===== src/verilog/gpol_cfg.svh =====
// Purpose: register offsets, field positions, reset values and pin indices
// Assumes: byte-wide registers on a word-aligned plain register port
// Notes: definitions only
`ifndef GPOL_CFG_SVH
`define GPOL_CFG_SVH
`define GPOL_AW        5
`define GPOL_OFS_CTRL  5'h00
`define GPOL_OFS_SET   5'h04
`define GPOL_OFS_OUT   5'h08
`define GPOL_OFS_DRV   5'h0C
`define GPOL_OFS_PIN   5'h10
`define GPOL_OFS_XTAL  5'h14
`define GPOL_B_STROBE  7
`define GPOL_B_MATRIX  6
`define GPOL_B_ROFF    5
`define GPOL_B_REFEN   0
`define GPOL_B_CLKEN   1
`define GPOL_B_CLKSEL0 2
`define GPOL_B_CLKSEL1 3
`define GPOL_B_XTALEN  0
`define GPOL_RST_OUT   8'hFF
`define GPOL_RST_DRV   8'h00
`define GPOL_PIN_XTAL  0
`define GPOL_PIN_REF   3
`define GPOL_PIN_DDAT  4
`define GPOL_PIN_LED   5
`define GPOL_PIN_CK6   6
`define GPOL_MX_LO     1
`define GPOL_MX_HI     3
`endif


===== src/verilog/gpol_pkg.sv =====
// Purpose: shared types of the pad option block
// Assumes: gpol_cfg.svh holds all numeric constants
// Notes: none
`include "gpol_cfg.svh"
package gpol_pkg;
	typedef logic [`GPOL_AW-1:0] gpol_addr_t;
	typedef logic [7:0]          gpol_byte_t;
	// role owning the shared debug-data pin, highest priority first
	typedef enum logic [2:0] {
		GPOL_P4_DBG  = 3'b001,
		GPOL_P4_CLK  = 3'b010,
		GPOL_P4_GPIO = 3'b100
	} gpol_p4_role_t;
endpackage

===== src/verilog/gpol_pad_option.sv =====
// Purpose: pad special-role muxing and retained matrix/pullup-off option latch
// Assumes: pad_rst is the pad power-on reset, rst the core reset
// Notes: pin outputs registered; shutdown overrides come straight from the pad latch
//
// Design decisions made here: the strobed register port and the address map.
`timescale 1ns/1ns
`include "gpol_cfg.svh"

// Summary of operation
// pin 0 is input only, also crystal input and programming voltage.
// pin 5 drives the LED only; LED drive is off during debug.
// in debug, pin 5 carries debug clock and pin 4 debug data.
// customer clock enabled separately on pin 4 and pin 6.
// pin 3 can supply the frequency counter reference clock.
// pullup-disconnect option held by pads, kept through shutdown.
// matrix and pullup-disconnect held in a two-bit retained pad latch.
// in shutdown, any pin pulled low requests wake.
// matrix mode serves 3x2 or 3x6 button arrangements, scanned by firmware.
// matrix set: pins 3..1 driven low during shutdown.
// matrix latched: pins 3..1 lose pullups and get pulldowns.
// software latches matrix 1 with pullup-disconnect 0.
// software makes pins 3..1 inputs before enabling matrix.
// software clears matrix after wake before scanning.
// firmware scans pins 3..1 with patterns 110, 101, 011, 111.
// options take effect only through a strobe 0-1-0 toggle.
// control register reads return latched options, not pending ones.
// matrix bit 6, pullup-disconnect bit 5, strobe bit 7.
// highest-priority role on a pin wins; lower role controls ignored.
// pad latch transparent while strobe high, holds once low.
module gpol_pad_option #(
	parameter int PINS = 8
) (
	// clock and resets
	input  wire  logic                core_clk,
	input  wire  logic                rst,
	input  wire  logic                pad_rst,
	// register port
	input  wire  gpol_pkg::gpol_addr_t reg_addr,
	input  wire  gpol_pkg::gpol_byte_t reg_wdata,
	input  wire  logic                reg_wr,
	input  wire  logic                reg_rd,
	output logic [7:0]                reg_rdata,
	// pads
	input  wire  logic [PINS-1:0]     pin_in,
	output logic [PINS-1:0]           pin_out,
	output logic [PINS-1:0]           pin_oe,
	output logic [PINS-1:0]           pin_pullup_en,
	output logic [PINS-1:0]           pin_pulldown_en,
	// system side
	input  wire  logic                shutdown,
	input  wire  logic                nvm_prog,
	input  wire  logic                debug_active,
	input  wire  logic                debug_data_out,
	input  wire  logic                debug_data_oe,
	input  wire  logic                cust_clk,
	output logic                      debug_data_pin,
	output logic                      debug_clock_pin,
	output logic                      freq_ref_clk,
	output logic                      crystal_osc_input,
	output logic                      xtal_enable,
	output logic                      led_drive_en,
	output logic                      wake_req,
	output logic                      opt_matrix,
	output logic                      opt_roff
);
	import gpol_pkg::*;

	logic [7:0]    pin_in_x;
	logic [7:0]    port0_output_latch_r;
	logic [7:0]    port0_drive_config_r;
	logic [7:0]    pin_out_r;
	logic [7:0]    pin_oe_r;
	logic [7:0]    gp_oe;
	logic [7:0]    pu_x;
	logic [7:0]    pd_x;
	logic [7:0]    oe_x;
	logic [7:0]    out_x;
	logic [7:0]    rdata_nxt;
	logic [7:0]    rdata_r;
	logic          strobe_r;
	logic          pend_matrix_r;
	logic          pend_roff_r;
	logic          opt_matrix_r;
	logic          opt_roff_r;
	logic          ref_en_r;
	logic          clk_en_r;
	logic [1:0]    clk_sel_r;
	logic          xtal_en_r;
	gpol_p4_role_t p4_role;

	// 10-pin part has six pads; only 8 (14-pin port 0) or 6 are served
	generate
		if (PINS == 8) begin : g_p8
			assign pin_in_x = pin_in;
		end else if (PINS == 6) begin : g_p6
			assign pin_in_x = {2'b11, pin_in};
		end else begin : g_bad
			$error("gpol_pad_option: PINS must be 6 or 8");
		end
	endgenerate

	wire wr_ctrl = reg_wr && (reg_addr == `GPOL_OFS_CTRL);

	// control register: pending options and the strobe
	always_ff @(posedge core_clk or posedge rst) begin
		if (rst) begin
			strobe_r      <= 1'b0;
			pend_matrix_r <= 1'b0;
			pend_roff_r   <= 1'b0;
		end else if (wr_ctrl) begin
			strobe_r      <= reg_wdata[`GPOL_B_STROBE];
			pend_matrix_r <= reg_wdata[`GPOL_B_MATRIX];
			pend_roff_r   <= reg_wdata[`GPOL_B_ROFF];
		end
	end

	// pad latch: own power-on reset so a core reset on wake keeps the options
	always_ff @(posedge core_clk or posedge pad_rst) begin
		if (pad_rst) begin
			opt_matrix_r <= 1'b0;
			opt_roff_r   <= 1'b0;
		end else if (strobe_r && !shutdown) begin
			opt_matrix_r <= pend_matrix_r;
			opt_roff_r   <= pend_roff_r;
		end
	end

	// special-role and port registers
	always_ff @(posedge core_clk or posedge rst) begin
		if (rst) begin
			ref_en_r             <= 1'b0;
			clk_en_r             <= 1'b0;
			clk_sel_r            <= 2'b00;
			xtal_en_r            <= 1'b0;
			port0_output_latch_r <= `GPOL_RST_OUT;
			port0_drive_config_r <= `GPOL_RST_DRV;
		end else if (reg_wr) begin
			case (reg_addr)
				`GPOL_OFS_SET: begin
					ref_en_r  <= reg_wdata[`GPOL_B_REFEN];
					clk_en_r  <= reg_wdata[`GPOL_B_CLKEN];
					clk_sel_r <= reg_wdata[`GPOL_B_CLKSEL1:`GPOL_B_CLKSEL0];
				end
				`GPOL_OFS_OUT: port0_output_latch_r <= reg_wdata;
				`GPOL_OFS_DRV: port0_drive_config_r <= reg_wdata;
				`GPOL_OFS_XTAL: xtal_en_r <= reg_wdata[`GPOL_B_XTALEN];
				default: ;
			endcase
		end
	end

	// read mux; unmapped addresses read zero
	always_comb begin
		rdata_nxt = 8'h00;
		case (reg_addr)
			`GPOL_OFS_CTRL: begin
				rdata_nxt[`GPOL_B_STROBE] = strobe_r;
				rdata_nxt[`GPOL_B_MATRIX] = opt_matrix_r;
				rdata_nxt[`GPOL_B_ROFF]   = opt_roff_r;
			end
			`GPOL_OFS_SET: begin
				rdata_nxt[`GPOL_B_REFEN]                    = ref_en_r;
				rdata_nxt[`GPOL_B_CLKEN]                    = clk_en_r;
				rdata_nxt[`GPOL_B_CLKSEL1:`GPOL_B_CLKSEL0] = clk_sel_r;
			end
			`GPOL_OFS_OUT: rdata_nxt = port0_output_latch_r;
			`GPOL_OFS_DRV: rdata_nxt = port0_drive_config_r;
			`GPOL_OFS_PIN: rdata_nxt = pin_in_x;
			`GPOL_OFS_XTAL: rdata_nxt[`GPOL_B_XTALEN] = xtal_en_r;
			default:       rdata_nxt = 8'h00;
		endcase
	end

	always_ff @(posedge core_clk or posedge rst) begin
		if (rst) begin
			rdata_r <= 8'h00;
		end else if (reg_rd) begin
			rdata_r <= rdata_nxt;
		end else begin
			rdata_r <= 8'h00;
		end
	end
	assign reg_rdata = rdata_r;

	// plain port bit: push-pull drives always, open-drain only pulls low
	genvar gi;
	generate
		for (gi = 0; gi < 8; gi++) begin : g_gp
			assign gp_oe[gi] = port0_drive_config_r[gi] || !port0_output_latch_r[gi];
			// retained pad controls, valid without core power
			if (gi >= `GPOL_MX_LO && gi <= `GPOL_MX_HI) begin : g_mx
				assign pu_x[gi] = !opt_matrix_r && !opt_roff_r;
				assign pd_x[gi] = opt_matrix_r;
			end else begin : g_nm
				assign pu_x[gi] = 1'b1;
				assign pd_x[gi] = 1'b0;
			end
		end
	endgenerate

	// debug owns pin 4 over the clock output, which owns it over the port
	always_comb begin
		if (debug_active) begin
			p4_role = GPOL_P4_DBG;
		end else if (clk_en_r && clk_sel_r[0]) begin
			p4_role = GPOL_P4_CLK;
		end else begin
			p4_role = GPOL_P4_GPIO;
		end
	end

	always_ff @(posedge core_clk or posedge rst) begin
		if (rst) begin
			pin_out_r <= 8'h00;
			pin_oe_r  <= 8'h00;
		end else begin
			pin_out_r <= port0_output_latch_r;
			pin_oe_r  <= gp_oe;
			pin_oe_r[`GPOL_PIN_XTAL] <= 1'b0;
			if (ref_en_r) begin
				pin_oe_r[`GPOL_PIN_REF] <= 1'b0;
			end
			case (p4_role)
				GPOL_P4_DBG: begin
					pin_out_r[`GPOL_PIN_DDAT] <= debug_data_out;
					pin_oe_r[`GPOL_PIN_DDAT]  <= debug_data_oe;
				end
				GPOL_P4_CLK: begin
					pin_out_r[`GPOL_PIN_DDAT] <= cust_clk;
					pin_oe_r[`GPOL_PIN_DDAT]  <= 1'b1;
				end
				default: ;
			endcase
			// led pin is never a driven output; the current sink is separate
			pin_out_r[`GPOL_PIN_LED] <= 1'b0;
			pin_oe_r[`GPOL_PIN_LED]  <= 1'b0;
			if (clk_en_r && clk_sel_r[1]) begin
				pin_out_r[`GPOL_PIN_CK6] <= cust_clk;
				pin_oe_r[`GPOL_PIN_CK6]  <= 1'b1;
			end
		end
	end

	always_ff @(posedge core_clk or posedge rst) begin
		if (rst) begin
			led_drive_en <= 1'b0;
			xtal_enable  <= 1'b0;
		end else begin
			led_drive_en <= port0_output_latch_r[`GPOL_PIN_LED] && !debug_active;
			xtal_enable  <= xtal_en_r && !nvm_prog;
		end
	end

	// shutdown: core registers are meaningless, pad latch alone decides
	always_comb begin
		out_x = pin_out_r;
		oe_x  = pin_oe_r;
		if (shutdown) begin
			out_x = 8'h00;
			oe_x  = 8'h00;
			oe_x[`GPOL_MX_HI:`GPOL_MX_LO] = {3{opt_matrix_r}};
		end
	end

	assign pin_out         = out_x[PINS-1:0];
	assign pin_oe          = oe_x[PINS-1:0];
	assign pin_pullup_en   = pu_x[PINS-1:0];
	assign pin_pulldown_en = pd_x[PINS-1:0];
	assign wake_req        = shutdown && !(&pin_in_x);
	assign freq_ref_clk    = ref_en_r && pin_in_x[`GPOL_PIN_REF];
	assign debug_data_pin  = pin_in_x[`GPOL_PIN_DDAT];
	assign debug_clock_pin = debug_active && pin_in_x[`GPOL_PIN_LED];
	assign crystal_osc_input = pin_in_x[`GPOL_PIN_XTAL];
	assign opt_matrix      = opt_matrix_r;
	assign opt_roff        = opt_roff_r;

	read_latched_a: assert property (@(posedge core_clk) disable iff (rst)
		(reg_rd && reg_addr == `GPOL_OFS_CTRL) |=>
		reg_rdata[`GPOL_B_MATRIX:`GPOL_B_ROFF] == $past({opt_matrix_r, opt_roff_r}))
		else $error("control read does not show latched options");
	latch_hold_a: assert property (@(posedge core_clk) disable iff (rst || pad_rst)
		(!strobe_r ##1 !strobe_r) |-> $stable({opt_matrix_r, opt_roff_r}))
		else $error("pad latch changed without strobe");
	latch_load_a: assert property (@(posedge core_clk) disable iff (rst || pad_rst)
		(strobe_r && !shutdown) |=> {opt_matrix_r, opt_roff_r} == $past({pend_matrix_r,
		pend_roff_r}))
		else $error("pad latch not transparent while strobe high");
	xtal_input_a: assert property (@(posedge core_clk) disable iff (rst)
		!pin_oe[`GPOL_PIN_XTAL])
		else $error("pin 0 driven");
	led_debug_a: assert property (@(posedge core_clk) disable iff (rst)
		debug_active[*2] |-> !led_drive_en)
		else $error("led driven during debug");
	dbg_data_a: assert property (@(posedge core_clk) disable iff (rst)
		(debug_active && !shutdown) ##1 !shutdown |-> pin_oe[`GPOL_PIN_DDAT] ==
		$past(debug_data_oe))
		else $error("debug data pin not following debug enable");
	clk6_out_a: assert property (@(posedge core_clk) disable iff (rst)
		(clk_en_r && clk_sel_r[1]) ##1 !shutdown |-> pin_oe[`GPOL_PIN_CK6] &&
		pin_out[`GPOL_PIN_CK6] == $past(cust_clk))
		else $error("clock output missing on pin 6");
	ref_input_a: assert property (@(posedge core_clk) disable iff (rst)
		ref_en_r ##1 !shutdown |-> !pin_oe[`GPOL_PIN_REF])
		else $error("reference pin driven");
	matrix_sleep_a: assert property (@(posedge core_clk) disable iff (rst)
		(shutdown && opt_matrix_r) |-> pin_oe[`GPOL_MX_HI:`GPOL_MX_LO] == '1 &&
		pin_out[`GPOL_MX_HI:`GPOL_MX_LO] == '0)
		else $error("matrix pins not pulled low in shutdown");
	matrix_pads_a: assert property (@(posedge core_clk) disable iff (rst)
		opt_matrix_r |-> pin_pulldown_en[`GPOL_MX_HI:`GPOL_MX_LO] == '1 &&
		pin_pullup_en[`GPOL_MX_HI:`GPOL_MX_LO] == '0)
		else $error("matrix pad pulls wrong");
	wake_req_a: assert property (@(posedge core_clk) disable iff (rst)
		(shutdown && pin_in != '1) |-> wake_req)
		else $error("no wake on grounded pin");
endmodule


===== config.mk =====
export PLATFORM = sky130hd
export DESIGN_NAME = gpol_pad_option
export DESIGN_NICKNAME = d
export VERILOG_FILES = /design/src/verilog/gpol_pkg.sv /design/src/verilog/gpol_pad_option.sv
export VERILOG_INCLUDE_DIRS = /design/src /design/src/verilog
export SDC_FILE = /design/constraint.sdc
export NUM_CORES = 1
export LEC_CHECK = 0
export BUFFER_PORTS_ARGS = -buffer_cell sky130_fd_sc_hd__buf_2
export CAP_MARGIN = 20
export CORE_ASPECT_RATIO = 0.75
export CORE_UTILIZATION = 45
export DETAILED_ROUTE_END_ITERATION = 10
export PLACE_DENSITY = 0.75
export SETUP_SLACK_MARGIN = 0.4
export SYNTH_ARGS = -nofsm -noshare
export SYNTH_HDL_FRONTEND = slang
export SYNTH_SLANG_ARGS = --single-unit

===== constraint.sdc =====
create_clock -name core_clk -period 1.6 [get_ports core_clk]
set_clock_uncertainty 0.2 [all_clocks]
set_input_delay 0.32 -clock core_clk [delete_from_list [all_inputs] [get_ports core_clk]]
set_output_delay 0.32 -clock core_clk [all_outputs]
set_load 0.005 [all_outputs]

# Yosys cells after proc, flatten, opt, wreduce, memory -nomap -nowiden
# Cells that the tools add are included.
word_totals:
  regBits: 49
  elab_cells: 71
op_classes:
  mux: 14
  n_reduce_logical: 34
  eq_ne: 7
ops:
  columns: ["cell", "count"]
  rows:
  - ["two-way mux 8 bit", 3]
  - ["one-hot mux 3 bit (4 select lines)", 2]
  - ["zero test 1 bit", 12]
  - ["equality test 5 x 4 -> 1 bit, second input constant", 2]
  - ["equality test 5 bit, second input constant", 2]
  - ["logical AND 1 bit", 10]
  - ["AND reduction 2 bit", 4]
  - ["AND reduction 8 bit", 1]
  - ["logical OR 1 bit", 6]
  - ["two-way mux 3 bit", 2]
  - ["equality test 5 x 3 -> 1 bit, second input constant", 1]
  - ["zero test 5 bit", 1]
  - ["one-hot mux 1 bit (5 select lines)", 1]
  - ["one-hot mux 1 bit (2 select lines)", 2]
  - ["equality test 3 x 1 -> 1 bit, second input constant", 1]
  - ["equality test 3 x 2 -> 1 bit, second input constant", 1]
  - ["two-way mux 1 bit", 3]
  - ["one-hot mux 1 bit (3 select lines)", 1]

# Longest topological paths before layout
logic_depth:
  depth_word: 5
  depth_mapped: 5
  ltp_nobuf: 3

# Worst setup path before layout
# Ideal clock, no wire load.
synth_path:
  path_type: "input to register"
  from: "input port reg_addr[2]"
  to: "register port0_drive_config_r[0]"
  setup_slack_ns: -0.021
  n_path_buf: 1
  setup_ns: 0.125
  t_arrival_ns: 1.296
  path_stages: 4
  path_cell_list: "buf_4 > nor3b_4 > nand3_4 > mux2_2"
synth_between:
  elab_chain_len: 2
synth_lines:
  columns: ["item", "line_no", "text"]
  rows:
  - ["start: declaration", "gpol_pad_option.sv:38", "input wire gpol_pkg::gpol_addr_t reg_addr,"]
  - ["equality test 5 x 4 -> 1 bit", "gpol_pad_option.sv:138", "case (reg_addr)"]
  - ["AND reduction 2 bit (no line)", null, null]
  - ["end signal: assignment", "gpol_pad_option.sv:136", "port0_drive_config_r <= `GPOL_RST_DRV;"]
  - ["end signal: assignment", "gpol_pad_option.sv:145", "`GPOL_OFS_DRV: port0_drive_config_r <= reg_wdata;"]
  - ["end: declaration", "gpol_pad_option.sv:70", "logic [7:0] port0_drive_config_r;"]
# Every way passes these cells.
# A chain may end at the register's enable or synchronous reset.

# Worst setup path after layout
layout_path:
  from: "register opt_matrix_r (netlist: opt_matrix)"
  to: "output port pin_oe[1]"
layout_between:
  elab_chain_len: 1
layout_lines:
  columns: ["item", "line_no", "text"]
  rows:
  - ["start: declaration", "gpol_pad_option.sv:83", "logic opt_matrix_r;"]
  - ["start signal: assignment", "gpol_pad_option.sv:123", "opt_matrix_r <= pend_matrix_r;"]
  - ["two-way mux 8 bit", "gpol_pad_option.sv:258", "if (shutdown) begin"]
  - ["end: declaration", "gpol_pad_option.sv:46", "output logic [PINS-1:0] pin_oe,"]
# Every way passes these cells.

==> results.sh <==
export IMPL_status="completed"
export IMPL_path_buf_inv=1
export IMPL_ir_worst_vdd_uv=725.9
export IMPL_leakagePower_uw=0.001739
export IMPL_wire_per_inst_um=17.02
export IMPL_critPathKind="reg -> out"
export IMPL_antenna_found_initial=0
export IMPL_final_common_cell="buf_2"
export IMPL_dpl_instance_area_um2=2943
export IMPL_place_congestion=0.8857
export IMPL_r2r_start="ref_en_r"
export IMPL_antenna_left=0
export IMPL_muxShareOfSynthArea_pct=16.68
export IMPL_overflow=0
export IMPL_row_count=22
export IMPL_critical_path_top_delay_family="flip-flops"
export IMPL_fin_area_um2=3582
export IMPL_synth_xor_area_share_pct=0
export IMPL_setup_viol=0
export IMPL_max_stage_delay_ns=0.47
export IMPL_grt_pass1_vias=1779
export IMPL_slowest_stage="dfrtp_2"
export IMPL_initial_core_util_pct=47.96
export IMPL_synth_area_um2=2416
export IMPL_die_height_um=65.46
export IMPL_cts_clk_slew_worst_paths_ns=0.09
export IMPL_io_pins=81
export IMPL_rrSetupSlack_ns=0.16
export IMPL_hold_viol=0
export IMPL_syn_area_per_cell_um2=11.56
export IMPL_dr_pass1_iters=4
export IMPL_power_frac_comb_pct=28.2
export IMPL_swShare_pct=26.80
export IMPL_yosys_area_share_simple_pct=17.76
export IMPL_final_cells=377
export IMPL_synth_top_family_by_area="simple AND/OR/NAND/NOR gates"
export IMPL_dieArea_um2=5669
export IMPL_cp_arrival_ns=1.05
export IMPL_num_vias=1939
export IMPL_worst_path_max_fanout=5
export IMPL_syn_inst=209
export IMPL_nFillCells=360
export IMPL_clk_latency_ns=0.30
export IMPL_numCtsBuffers=5
export IMPL_cts_tree="built"
export IMPL_p_per_area_nw_per_um2=991.5
export IMPL_io_buffers=67
export IMPL_areaGrowthSynthToFinish_pct=48.27
export IMPL_die_w_um=86.61
export IMPL_antenna_cells=0
export IMPL_viasPerCell=5.143
export IMPL_period_share_pct=98.25
export IMPL_worstPathRequired_ns=1.08
export IMPL_hold_path_startpoint="debug_data_out"
export IMPL_fin_crit_ns=1.572
export IMPL_p_sw_uw=951.9
export IMPL_ys_ff_latch=49
export IMPL_whs_ns=0.02157
export IMPL_yosys_area_share_adder_pct=0
export IMPL_timing_fmax_mhz=636.1
export IMPL_hp_class="in -> reg"
export IMPL_yosysUniqueCellTypes=35
export IMPL_place_inst=353
export IMPL_drive_above_1_share_pct=60.00
export IMPL_cp_startpoint="opt_matrix"
export IMPL_cts_htree_levels=2
export IMPL_routed_wl_um=6418
export IMPL_numClockSinks=49
export IMPL_synth_compound_area_share_pct=5.179
export IMPL_finalSetupTns_ns=0
export IMPL_grt_pass1_wl_um=9204
export IMPL_ys_warn_count=0
export IMPL_slew_violations=0
export IMPL_end_kind="primary output"
export IMPL_seq_power_share_pct=46.2
export IMPL_path_cells="nand2_4 > o21ai_1 > buf_2"
export IMPL_final_cell_mix="51 x buf_2, 39 x dfrtp_1, 23 x buf_4"
export IMPL_root_buffer="clkbuf_8"
export IMPL_rsz0062_at_grt="true"
export IMPL_p_int_uw=2600
export IMPL_hpwl_um=4267
export IMPL_drtIter0Drc=174
export IMPL_drc=0
export IMPL_gr_usage_all_layers_pct=22.17
export IMPL_ctsLongestPathBuffers=2
export IMPL_grt_max_degree=48
export IMPL_drv_cap=0
export IMPL_fin_nets=336
export IMPL_power_frac_clock_pct=25.6
export IMPL_design_core_area_um2=5037
export IMPL_critPathLaunchType="register"
export IMPL_ys_seq_area_share_pct=51.17
## Yosys cell counts (all sizes together)
library cell,n,area share [%]
nor4,1,0.26
mux2,34,16
or4,1,0.31
mux2i,2,0.83
o21a,1,0.31
a211oi,1,0.31
nand3b,3,0.93
nand2b,4,1.0
a311oi,1,0.36
nor2,4,0.62
nand4,3,0.78
conb,2,0.31
clkbuf,3,0.47
nor3,2,0.62
dfrtp,41,42
o21ai,7,1.4
a31oi,3,0.78
dfstp,8,8.7
nand4b,1,0.36
buf,24,7.4
nor2b,15,3.9
a32oi,2,0.73
and2,2,0.52
inv,7,1.1
nand3,19,4.9
nor4bb,1,0.41
nor3b,1,0.78
and3b,4,1.4
nand2,6,0.93
a21oi,6,1.2
## registers in the layout, indices dropped and copies added, names as in the netlist, 2 cells and up
name                  flops
pin_oe_r                  6
port0_output_latch_r      8
pin_out_r                 7
reg_rdata                 8
port0_drive_config_r      8
clk_sel_r                 2
## routing by layer
layer	global-route usage (%)	routed length [µm]
met1	32.02	2831
met2	34.62	3170
met3	4.146	383
met4	5.417	33
met5	0	0
## area by class of cell
cell class                      instances  area [µm²]  share of cell area (%)
Multi-Input combinational cell        137        1285                   35.87
Sequential cell                        49        1239                   34.58
Clock buffer                            7       86.33                   2.410
Inverter                                7       30.03                  0.8383
Clock inverter                          1       30.03                  0.8383
Timing Repair Buffer                  104       822.0                   22.95
Tap cell                               72       90.09                   2.515
## logic make-up after synthesis
logic type | Yosys count
flops | 49
other cells | 2
mux | 36
buf+inv | 34
simple gates | 67
compound gates | 21
## worst min-delay path, stage by stage
cell,delay (ns)
buf_2,0.08
nand2_1,0.04
o21ai_0,0.06
## what timing repair did
action	4_1_cts	5_1_grt
gates resized for setup	60	40
setup buffers	8	4
hold buffers	4	0
setup endpoints to repair	68	68
pin swaps	21	13
endpoints found under the hold margin	44	0
## power by group through the flow
stage	logic [µW]	registers (µW)	clock network, µW
2_1_floorplan	558	1610	0
3_3_place_gp	707	1650	0
3_5_place_dp	726	1660	0
4_1_cts	916	1630	924
5_1_grt	1090	1670	981
6_report	1000	1640	909
## path summary, 6_finish.rpt
path | endpoint | depth (start not counted)
worst max-delay path | pin_oe[1] | 3
worst min-delay path | pin_out_r[4] | 3
worst max register to register | reg_rdata[0] | 3
worst min register to register | pin_out_r[0] | 0
max in group asynchronous | port0_output_latch_r[5] | 4
min in group asynchronous | opt_roff | 3
## per-stage QoR
step	worst slack, ns	power (µW)	util [%]
2_1_floorplan	0.005436	2170	-
3_3_place_gp	-0.1125	2359	58.42
3_5_place_dp	-0.1096	2386	58.42
4_1_cts	-0.0009387	3468	67.01
5_1_grt	-0.02486	3747	71.11
6_report	0.02794	3552	71.11
(Power assumes the default switching activity.)
